==> config.mk <==
export PLATFORM = sky130hd
export DESIGN_NAME = bl_backlight_ctrl
export DESIGN_NICKNAME = d
export VERILOG_FILES = /design/src/verilog/bl_gain_sel.v /design/src/verilog/bl_backlight_ctrl.v
export VERILOG_INCLUDE_DIRS = /design/src /design/src/verilog
export SDC_FILE = /design/constraint.sdc
export NUM_CORES = 1
export LEC_CHECK = 0
export ABC_CLOCK_PERIOD_IN_PS = 23800
export BUFFER_PORTS_ARGS = -buffer_cell sky130_fd_sc_hd__buf_2
export CELL_PAD_IN_SITES_DETAIL_PLACEMENT = 0
export CELL_PAD_IN_SITES_GLOBAL_PLACEMENT = 1
export CORE_MARGIN = 4
export CORE_UTILIZATION = 53
export DETAILED_ROUTE_END_ITERATION = 12
export PLACE_DENSITY_LB_ADDON = 0.12
export SLEW_MARGIN = 10
export SYNTH_ARGS = -nofsm -noshare
export SYNTH_HDL_FRONTEND = slang
export SYNTH_HIERARCHICAL = 1
export SYNTH_SLANG_ARGS = --single-unit
==> constraint.sdc <==
create_clock -name core_clk -period 23.8 [get_ports core_clk]
set_input_delay 7.14 -clock core_clk [delete_from_list [all_inputs] [get_ports core_clk]]
set_output_delay 7.14 -clock core_clk [all_outputs]
set_load 0.02 [all_outputs]
==> src/verilog/bl_regs.vh <==
`ifndef BL_REGS_VH
`define BL_REGS_VH

// Register addresses
`define BL_ADDR_MODE      8'h01
`define BL_ADDR_FADE      8'h03
`define BL_ADDR_LAW       8'h04
`define BL_ADDR_SINK_EN   8'h05
`define BL_ADDR_MAX       8'h09
`define BL_ADDR_DIM       8'h0a
`define BL_ADDR_STATUS    8'h0b
`define BL_ADDR_CODE      8'h0c

// Mode control bit positions
`define BL_MODE_ACTIVE    0
`define BL_MODE_BL_ON     1
`define BL_MODE_DIM       2

// Status bit positions
`define BL_STAT_STANDBY   0
`define BL_STAT_PRECHARGE 1
`define BL_STAT_GAIN_LO   2
`define BL_STAT_GAIN_HI   3
`define BL_STAT_FADING    4
`define BL_STAT_RST_HELD  5

// Field layouts
`define BL_FADE_IN_HI     3
`define BL_FADE_IN_LO     0
`define BL_FADE_OUT_HI    7
`define BL_FADE_OUT_LO    4
`define BL_LEVEL_HI       6
`define BL_LAW_HI         1

// Reset values
`define BL_RST_MODE       8'h00
`define BL_RST_FADE       8'h00
`define BL_RST_LAW        8'h00
`define BL_RST_SINK_EN    8'h7f
`define BL_RST_LEVEL      8'h00

// Transfer laws
`define BL_LAW_LINEAR     2'h0
`define BL_LAW_SQUARE     2'h1
`define BL_LAW_CUBIC10    2'h2
`define BL_LAW_CUBIC11    2'h3

// Charge-pump gains
`define BL_GAIN_1X        2'h0
`define BL_GAIN_15X       2'h1
`define BL_GAIN_2X        2'h2

// Timing
`define BL_CLK_MHZ        200
`define BL_SETTLE_US      100
`define BL_RST_FILT_US    50
`define BL_FADE_UNIT_MS   100
`define BL_CODE_FULL      7'h7f
`define BL_KHZ_PER_MHZ    1000

// Fade rates in units of 0.1 s per full scale
`define BL_RATE_0         6'h01
`define BL_RATE_1         6'h03
`define BL_RATE_2         6'h06
`define BL_RATE_3         6'h09
`define BL_RATE_4         6'h0c
`define BL_RATE_5         6'h0f
`define BL_RATE_6         6'h12
`define BL_RATE_7         6'h15
`define BL_RATE_8         6'h18
`define BL_RATE_9         6'h1b
`define BL_RATE_10        6'h1e
`define BL_RATE_11        6'h23
`define BL_RATE_12        6'h28
`define BL_RATE_13        6'h2d
`define BL_RATE_14        6'h32
`define BL_RATE_15        6'h37

// Cubic step stretch at low codes
`define BL_CUBIC_LOW      7'h20
`define BL_CUBIC_MID      7'h40
`define BL_C10_LOW_MULT   3'h4
`define BL_C10_MID_MULT   3'h2
`define BL_C11_LOW_MULT   3'h6
`define BL_C11_MID_MULT   3'h3
`define BL_UNIT_MULT      3'h1

`endif

==> src/verilog/bl_gain_sel.v <==
`include "bl_regs.vh"

module bl_gain_sel
#(
  parameter [15:0] SETTLE_CYC = 16'h4e20
)
(
  input  wire       core_clk,
  input  wire       resetn,
  input  wire       run,
  input  wire       out_ready,
  input  wire [6:0] sink_en,
  input  wire [6:0] sink_low,
  input  wire [6:0] sink_high,
  output reg  [1:0] gain,
  output reg        precharge
);

  localparam [1:0] ST_OFF    = 2'h0;
  localparam [1:0] ST_SS     = 2'h1;
  localparam [1:0] ST_RUN    = 2'h2;
  localparam [1:0] ST_SETTLE = 2'h3;

  reg  [1:0]  state;
  reg  [15:0] settle_cnt;
  wire        any_low;
  wire        all_high;

  // Disabled sinks never vote
  assign any_low  = |(sink_low & sink_en);
  assign all_high = (sink_en != 7'h00) &&
                    ((sink_high & sink_en) == sink_en);

  always @(posedge core_clk or negedge resetn)
  begin
    if (!resetn)
    begin
      state      <= ST_OFF;
      gain       <= `BL_GAIN_1X;
      precharge  <= 1'b0;
      settle_cnt <= 16'h0000;
    end
    else if (!run)
    begin
      // Leaving standby always restarts from precharge
      state      <= ST_OFF;
      gain       <= `BL_GAIN_1X;
      precharge  <= 1'b0;
      settle_cnt <= 16'h0000;
    end
    else
    begin
      case (state)
        ST_OFF:
        begin
          state     <= ST_SS;
          precharge <= 1'b1;
        end
        ST_SS:
        begin
          if (out_ready)
          begin
            precharge <= 1'b0;
            gain      <= `BL_GAIN_1X;
            state     <= ST_RUN;
          end
        end
        ST_RUN:
        begin
          if (any_low && gain != `BL_GAIN_2X)
          begin
            gain       <= gain + 2'h1;
            settle_cnt <= 16'h0000;
            state      <= ST_SETTLE;
          end
          else if (all_high && gain != `BL_GAIN_1X)
          begin
            gain       <= gain - 2'h1;
            settle_cnt <= 16'h0000;
            state      <= ST_SETTLE;
          end
        end
        ST_SETTLE:
        begin
          // Output needs time to move before headroom is trusted again
          if (settle_cnt == SETTLE_CYC - 16'h0001)
            state <= ST_RUN;
          else
            settle_cnt <= settle_cnt + 16'h0001;
        end
        default:
        begin
          state <= ST_OFF;
        end
      endcase
    end
  end

endmodule // bl_gain_sel

==> src/verilog/bl_backlight_ctrl.v <==
`include "bl_regs.vh"

module bl_backlight_ctrl
#(
  parameter [15:0] SETTLE_CYC   = `BL_SETTLE_US * `BL_CLK_MHZ,
  parameter [13:0] RST_FILT_CYC = `BL_RST_FILT_US * `BL_CLK_MHZ,
  parameter [20:0] FADE_TICK    = (`BL_FADE_UNIT_MS * `BL_KHZ_PER_MHZ *
                                   `BL_CLK_MHZ) / 127
)
(
  input  wire        core_clk,
  input  wire        resetn,
  input  wire        hw_reset_pin_low,
  input  wire        reg_wr,
  input  wire        reg_rd,
  input  wire [7:0]  reg_addr,
  input  wire [7:0]  reg_wdata,
  output reg  [7:0]  reg_rdata,
  output reg         reg_ack,
  input  wire [6:0]  sink_low,
  input  wire [6:0]  sink_high,
  input  wire        out_ready,
  output wire [1:0]  gain,
  output wire        precharge_current,
  output reg         standby,
  output reg  [6:0]  sink_enable,
  output reg  [6:0]  backlight_code,
  output reg  [13:0] sink_level
);

  reg  [7:0]  mode_control_reg;
  reg  [7:0]  fade_rate_config;
  reg  [7:0]  transfer_law_config;
  reg  [7:0]  sink_enable_config;
  reg  [7:0]  backlight_max_level;
  reg  [7:0]  backlight_dim_level;

  reg  [13:0] rst_cnt;
  reg         rst_held;
  reg         run;
  reg  [6:0]  cur_code;
  reg  [26:0] step_cnt;

  wire        active_request;
  wire        backlight_on;
  wire        dim_select;
  wire [1:0]  law;
  wire [6:0]  target;
  wire        rising;
  wire [3:0]  rate_idx;
  wire [26:0] step_len;
  wire        fading;
  reg  [7:0]  next_rdata;

  function [5:0] rate_units;
    input [3:0] idx;
    begin
      case (idx)
        4'h0:    rate_units = `BL_RATE_0;
        4'h1:    rate_units = `BL_RATE_1;
        4'h2:    rate_units = `BL_RATE_2;
        4'h3:    rate_units = `BL_RATE_3;
        4'h4:    rate_units = `BL_RATE_4;
        4'h5:    rate_units = `BL_RATE_5;
        4'h6:    rate_units = `BL_RATE_6;
        4'h7:    rate_units = `BL_RATE_7;
        4'h8:    rate_units = `BL_RATE_8;
        4'h9:    rate_units = `BL_RATE_9;
        4'ha:    rate_units = `BL_RATE_10;
        4'hb:    rate_units = `BL_RATE_11;
        4'hc:    rate_units = `BL_RATE_12;
        4'hd:    rate_units = `BL_RATE_13;
        4'he:    rate_units = `BL_RATE_14;
        default: rate_units = `BL_RATE_15;
      endcase
    end
  endfunction

  // Cubic laws dwell longer per step at low codes
  function [2:0] cubic_mult;
    input [1:0] l;
    input [6:0] c;
    begin
      if (l == `BL_LAW_CUBIC10)
      begin
        if (c < `BL_CUBIC_LOW)
          cubic_mult = `BL_C10_LOW_MULT;
        else if (c < `BL_CUBIC_MID)
          cubic_mult = `BL_C10_MID_MULT;
        else
          cubic_mult = `BL_UNIT_MULT;
      end
      else if (l == `BL_LAW_CUBIC11)
      begin
        if (c < `BL_CUBIC_LOW)
          cubic_mult = `BL_C11_LOW_MULT;
        else if (c < `BL_CUBIC_MID)
          cubic_mult = `BL_C11_MID_MULT;
        else
          cubic_mult = `BL_UNIT_MULT;
      end
      else
        cubic_mult = `BL_UNIT_MULT;
    end
  endfunction

  // Sink level on a common scale of 127 * 127 for full scale
  function [13:0] law_level;
    input [6:0] c;
    input [1:0] l;
    begin
      if (l == `BL_LAW_LINEAR)
        law_level = c * `BL_CODE_FULL;
      else
        law_level = c * c;
    end
  endfunction

  assign active_request = mode_control_reg[`BL_MODE_ACTIVE];
  assign backlight_on   = mode_control_reg[`BL_MODE_BL_ON];
  assign dim_select     = mode_control_reg[`BL_MODE_DIM];
  assign law            = transfer_law_config[`BL_LAW_HI:0];

  // Dim above maximum is allowed; the host keeps them ordered
  assign target = (run && backlight_on) ?
                  (dim_select ?
                   backlight_dim_level[`BL_LEVEL_HI:0] :
                   backlight_max_level[`BL_LEVEL_HI:0]) :
                  7'h00;

  assign rising   = target > cur_code;
  assign rate_idx = rising ?
                    fade_rate_config[`BL_FADE_IN_HI:`BL_FADE_IN_LO] :
                    fade_rate_config[`BL_FADE_OUT_HI:`BL_FADE_OUT_LO];
  assign step_len = rate_units(rate_idx) * FADE_TICK *
                    cubic_mult(law, cur_code);
  assign fading   = cur_code != target;

  // Reset pin filter: any high sample restarts the count
  always @(posedge core_clk or negedge resetn)
  begin
    if (!resetn)
    begin
      rst_cnt  <= 14'h0000;
      rst_held <= 1'b0;
    end
    else if (!hw_reset_pin_low)
    begin
      if (!rst_held)
      begin
        if (rst_cnt == RST_FILT_CYC - 14'h0001)
          rst_held <= 1'b1;
        else
          rst_cnt <= rst_cnt + 14'h0001;
      end
    end
    else
    begin
      rst_cnt  <= 14'h0000;
      rst_held <= 1'b0;
    end
  end

  // Register file; POR and a held reset pin both force defaults
  always @(posedge core_clk or negedge resetn)
  begin
    if (!resetn)
    begin
      mode_control_reg    <= `BL_RST_MODE;
      fade_rate_config    <= `BL_RST_FADE;
      transfer_law_config <= `BL_RST_LAW;
      sink_enable_config  <= `BL_RST_SINK_EN;
      backlight_max_level <= `BL_RST_LEVEL;
      backlight_dim_level <= `BL_RST_LEVEL;
    end
    else if (rst_held)
    begin
      mode_control_reg    <= `BL_RST_MODE;
      fade_rate_config    <= `BL_RST_FADE;
      transfer_law_config <= `BL_RST_LAW;
      sink_enable_config  <= `BL_RST_SINK_EN;
      backlight_max_level <= `BL_RST_LEVEL;
      backlight_dim_level <= `BL_RST_LEVEL;
    end
    else if (reg_wr)
    begin
      case (reg_addr)
        `BL_ADDR_MODE:    mode_control_reg    <= reg_wdata;
        `BL_ADDR_FADE:    fade_rate_config    <= reg_wdata;
        `BL_ADDR_LAW:     transfer_law_config <= reg_wdata;
        `BL_ADDR_SINK_EN: sink_enable_config  <= reg_wdata;
        `BL_ADDR_MAX:     backlight_max_level <= reg_wdata;
        `BL_ADDR_DIM:     backlight_dim_level <= reg_wdata;
        default:          mode_control_reg    <= mode_control_reg;
      endcase
    end
  end

  always @*
  begin
    next_rdata = 8'h00;
    case (reg_addr)
      `BL_ADDR_MODE:    next_rdata = mode_control_reg;
      `BL_ADDR_FADE:    next_rdata = fade_rate_config;
      `BL_ADDR_LAW:     next_rdata = transfer_law_config;
      `BL_ADDR_SINK_EN: next_rdata = sink_enable_config;
      `BL_ADDR_MAX:     next_rdata = backlight_max_level;
      `BL_ADDR_DIM:     next_rdata = backlight_dim_level;
      `BL_ADDR_STATUS:
      begin
        next_rdata[`BL_STAT_STANDBY]   = standby;
        next_rdata[`BL_STAT_PRECHARGE] = precharge_current;
        next_rdata[`BL_STAT_GAIN_LO]   = gain[0];
        next_rdata[`BL_STAT_GAIN_HI]   = gain[1];
        next_rdata[`BL_STAT_FADING]    = fading;
        next_rdata[`BL_STAT_RST_HELD]  = rst_held;
      end
      `BL_ADDR_CODE:    next_rdata = {1'b0, cur_code};
      default:          next_rdata = 8'h00;
    endcase
  end

  // Access answer; a held reset pin silences it entirely
  always @(posedge core_clk or negedge resetn)
  begin
    if (!resetn)
    begin
      reg_ack   <= 1'b0;
      reg_rdata <= 8'h00;
    end
    else
    begin
      reg_ack <= (reg_wr | reg_rd) & ~rst_held;
      if (reg_rd && !rst_held)
        reg_rdata <= next_rdata;
    end
  end

  // Operating mode
  always @(posedge core_clk or negedge resetn)
  begin
    if (!resetn)
    begin
      run         <= 1'b0;
      standby     <= 1'b1;
      sink_enable <= 7'h00;
    end
    else
    begin
      run         <= active_request & ~rst_held;
      standby     <= ~(active_request & ~rst_held);
      sink_enable <= sink_enable_config[6:0] &
                     {7{active_request & ~rst_held}};
    end
  end

  // Fade engine
  always @(posedge core_clk or negedge resetn)
  begin
    if (!resetn)
    begin
      cur_code <= 7'h00;
      step_cnt <= 27'h000_0000;
    end
    else if (rate_idx == 4'h0)
    begin
      // Rate code 0, the fastest-coded setting, means no fade: jump at once
      cur_code <= target;
      step_cnt <= 27'h000_0000;
    end
    else if (!fading)
      step_cnt <= 27'h000_0000;
    else if (step_cnt >= step_len - 27'h000_0001)
    begin
      step_cnt <= 27'h000_0000;
      if (rising)
        cur_code <= cur_code + 7'h01;
      else
        cur_code <= cur_code - 7'h01;
    end
    else
      step_cnt <= step_cnt + 27'h000_0001;
  end

  always @(posedge core_clk or negedge resetn)
  begin
    if (!resetn)
    begin
      backlight_code <= 7'h00;
      sink_level     <= 14'h0000;
    end
    else
    begin
      backlight_code <= cur_code;
      sink_level     <= law_level(cur_code, law);
    end
  end

  bl_gain_sel
  #(
    .SETTLE_CYC (SETTLE_CYC)
  )
  u_gain
  (
    .core_clk  (core_clk),
    .resetn    (resetn),
    .run       (run),
    .out_ready (out_ready),
    .sink_en   (sink_enable),
    .sink_low  (sink_low),
    .sink_high (sink_high),
    .gain      (gain),
    .precharge (precharge_current)
  );

endmodule // bl_backlight_ctrl

==> summary.txt <==
Cells and area
  • Number of nets in the layout: 2012
  • Commonest non-fill, non-tap cell in the layout: nand2_1
  • Max reg flops: 27
  • Diode count: 0
  • Most frequent cells in the layout: nand2_1, nor2_1, ha_1
  • FILL cells: 2478
  • Sequential cell area: 0.003914 mm^2
  • Post-Route Utilization: 58.91%
  • Biggest regs: step_cnt (27), u_gain/settle_cnt (16)
  • Biggest register: step_cnt
  • Synthesis-to-finish area growth: 8.727%
  • Share of layout cells above drive strength 1: 9.247%
  • Multi-input gate area: 0.01007 mm^2

STA
  • Fin crit share: 52.94%
  • Normalized max-slew margin: 32.22%
  • Fmax: 79.37 MHz
  • Hold Fails Final Rpt: 0
  • Final worst clock skew: 0.01163 ns
  • Final min period: 12.60 ns
  • Final Max Tran Viols: 0
  • Slew of the pin with the lowest slew margin: 1.013 ns
  • RSZ-0062 raised after global routing: false
  • Final setup fails: 0
  • Final setup TNS: 0 ns

Power and ir drop
  • Sw Ratio: 47.15%
  • Pwr per Cell Area: 98.46 mW/mm^2
  • Clock power share: 16.9%
  • Cell-internal power: 833.2 uW
  • Comb pwr share: 62.5%
  • Leak: 0.007961 uW
  • Peak VDD IR: 0.1003 mV
  • Sequential power share: 20.5%
  • NetSw: 743.3 uW

Floorplan
  • Top Ports: 77
  • Die Y: 174.7 um
  • CORE AREA: 0.02718 mm^2
  • Row Count: 60
  • Die area: 0.03051 mm^2
  • Initial Utilization: 54.19%
  • Die Wd: 174.7 um

Clocking
  • Root Buffer: clkbuf_16
  • Post-CTS Hold Buffers: 0
  • Setup bufs post-CTS: 0
  • Reg clk slew, reported paths: 0.07 ns
  • Clk_lat worst skew: 0.44 ns
  • Sink Count: 156
  • CTS Buf Count: 17
  • H-Tree Depth: 4
  • CTS resizes: 0
  • Longest Clk Path Bufs: 2
  • CTS tree: built

Synthesis
  • Seq/Total Area, Yosys: 26.58%
  • EDFF count, synth: 0
  • Post-Syn Nets: 1958
  • Top_reg_cell synth: dfrtp_1
  • Mapped Area: 0.01473 mm^2
  • Synth Register Bits: 156
  • Syn. warnings: 6
  • Async SR Flop Fraction: 100.0%
  • Post-synthesis instance total: 1685
  • Avg Inst Size Synth: 8.739 um^2
  • Library cells used by synthesis: 82

Setup path
  • Reg2reg setup slack: 11.20 ns
  • WP data required: 24.09 ns
  • Critical path arrival: 12.89 ns
  • Kind of critical path: flop to flop
  • Critical Path Fanout Max: 26
  • Startpoint Class: flop
  • Slowest cell on crit path: dfrtp_1
  • Max stage delay on crit path: 0.82 ns
  • Crit end category: flop

Placement
  • RD Place Congestion: 0.8567
  • Number of port buffers: 76
  • HPWL after DPL: 27190 um

GRT
  • Met3 usage: 3.397%
  • Largest net degree at the start of global routing: 85
  • Met2 usage: 38.18%
  • Global-route wire length before repair: 59640 um
  • Busiest grt layer: met2
  • Grt ovf: 0
  • GR Util met1: 33.29%
  • Antenna violations before repair: 0
  • Vias in the first global route: 11740
  • Tot GR Track Use: 23.40%

Detailed routing
  • Via count: 11980
  • Residual DRC: 0
  • 1st-iter DRT viols: 829
  • Pre-Repair DR Iteration Count: 5
  • Final ANT Viol Nets: 0
  • Vias/cell: 5.641
  • DR WL/cell: 16.56 um
  • Overall routed net length: 35170 um

Job
  • Max-Cap Viols: 0

Worst hold path
  • Worst Hold Class: flop to flop

Status
  • Status: finished clean
## worst paths after layout
kind | start | end | cells past startpoint
max | cur_code[4]$_DFFE_PN0P_ | step_cnt[15]$_DFF_PN0_ | 43
min | reg_rdata[0]$_DFFE_PN0P_ | reg_rdata[0]$_DFFE_PN0P_ | 2
max reg2reg | cur_code[4]$_DFFE_PN0P_ | step_cnt[15]$_DFF_PN0_ | 43
min reg2reg | reg_rdata[0]$_DFFE_PN0P_ | reg_rdata[0]$_DFFE_PN0P_ | 2
max in group asynchronous | resetn | backlight_code[6]$_DFF_PN0_ | 2
min in group asynchronous | resetn | reg_rdata[5]$_DFFE_PN0P_ | 1
## Yosys cell counts, types with 15 or more instances
master	count	share of area, %
nand4_1	15	0.64
nand2_1	186	4.7
xor2_1	49	2.9
a21oi_1	97	3.3
nor2_1	178	4.5
clkbuf_1	39	0.99
mux2i_1	63	4.3
and2_1	19	0.81
o21ai_0	56	1.9
nor3_1	25	0.85
ha_1	171	15
a31oi_1	17	0.72
and3_1	23	0.98
nand3_1	61	2.1
fa_1	66	9.0
nand2b_1	17	0.72
nor2b_1	19	0.81
xnor2_1	55	3.3
a21o_1	28	1.4
inv_1	144	3.7
dfrtp_1	148	25
## critical path, delay by kind of cell, from the launching register on
family          cells  cell delay (ns)
buf+inv             5             0.72
xor+xnor            2             0.43
simple gates       15             3.54
flops               1             0.82
fa+ha+maj           8             3.18
compound gates     12             3.26
mux                 1             0.51
## layout make-up
class,instances,share of cell area [%]
multi-input combinational,1337,62.92
sequential,156,24.45
inverter,144,3.376
tap,372,2.907
timing repair buffer,83,2.743
clock buffer,18,2.681
clock inverter,14,0.9300
## power by group through the flow
stage / logic, uW / registers [uW] / clock network (uW)
5_1_grt: 1120 / 328 / 285
2_1_floorplan: 762 / 337 / 0
3_3_place_gp: 969 / 329 / 0
3_5_place_dp: 984 / 328 / 0
4_1_cts: 993 / 324 / 272
6_report: 986 / 324 / 267
## per-stage QoR
stage          setup WS, ns  cell area, um^2  total power [uW]  hold slack [ns]  cells
4_1_cts               11.16            16010              1590           0.4843   2124
2_1_floorplan         12.88            14730              1099           0.4415   1685
3_3_place_gp          11.49            15430              1298           0.4626   2092
3_5_place_dp          11.19            15430              1312           0.4690   2092
5_1_grt               10.13            16010              1736           0.5028   2124
6_report              11.20            16010              1576           0.4796   2124
## metal layers
metal / wire [um] / vias to the layer above / share of wire [%]
met5: 0 / - / 0
met4: 598 / 0 / 1.7
met3: 1562 / 44 / 4.4
met2: 16150 / 257 / 46
met1: 16860 / 5741 / 48
li1: - / 5939 / -
## logic make-up (layout without fill, tap and decap cells)
logic type	count (synthesis)	after routing	share of synthesized area (%)
multiplexers	70	70	4.843
XOR/XNOR	104	104	6.186
adder cells (fa/ha/maj)	237	237	23.50
buffers and inverters	192	259	5.013
AND/OR/NAND/NOR	610	610	19.74
flip-flops	156	156	26.58
AO/OA/AOI/OAI	316	316	14.14
No activity file was read; power rests on OpenSTA's default activity.
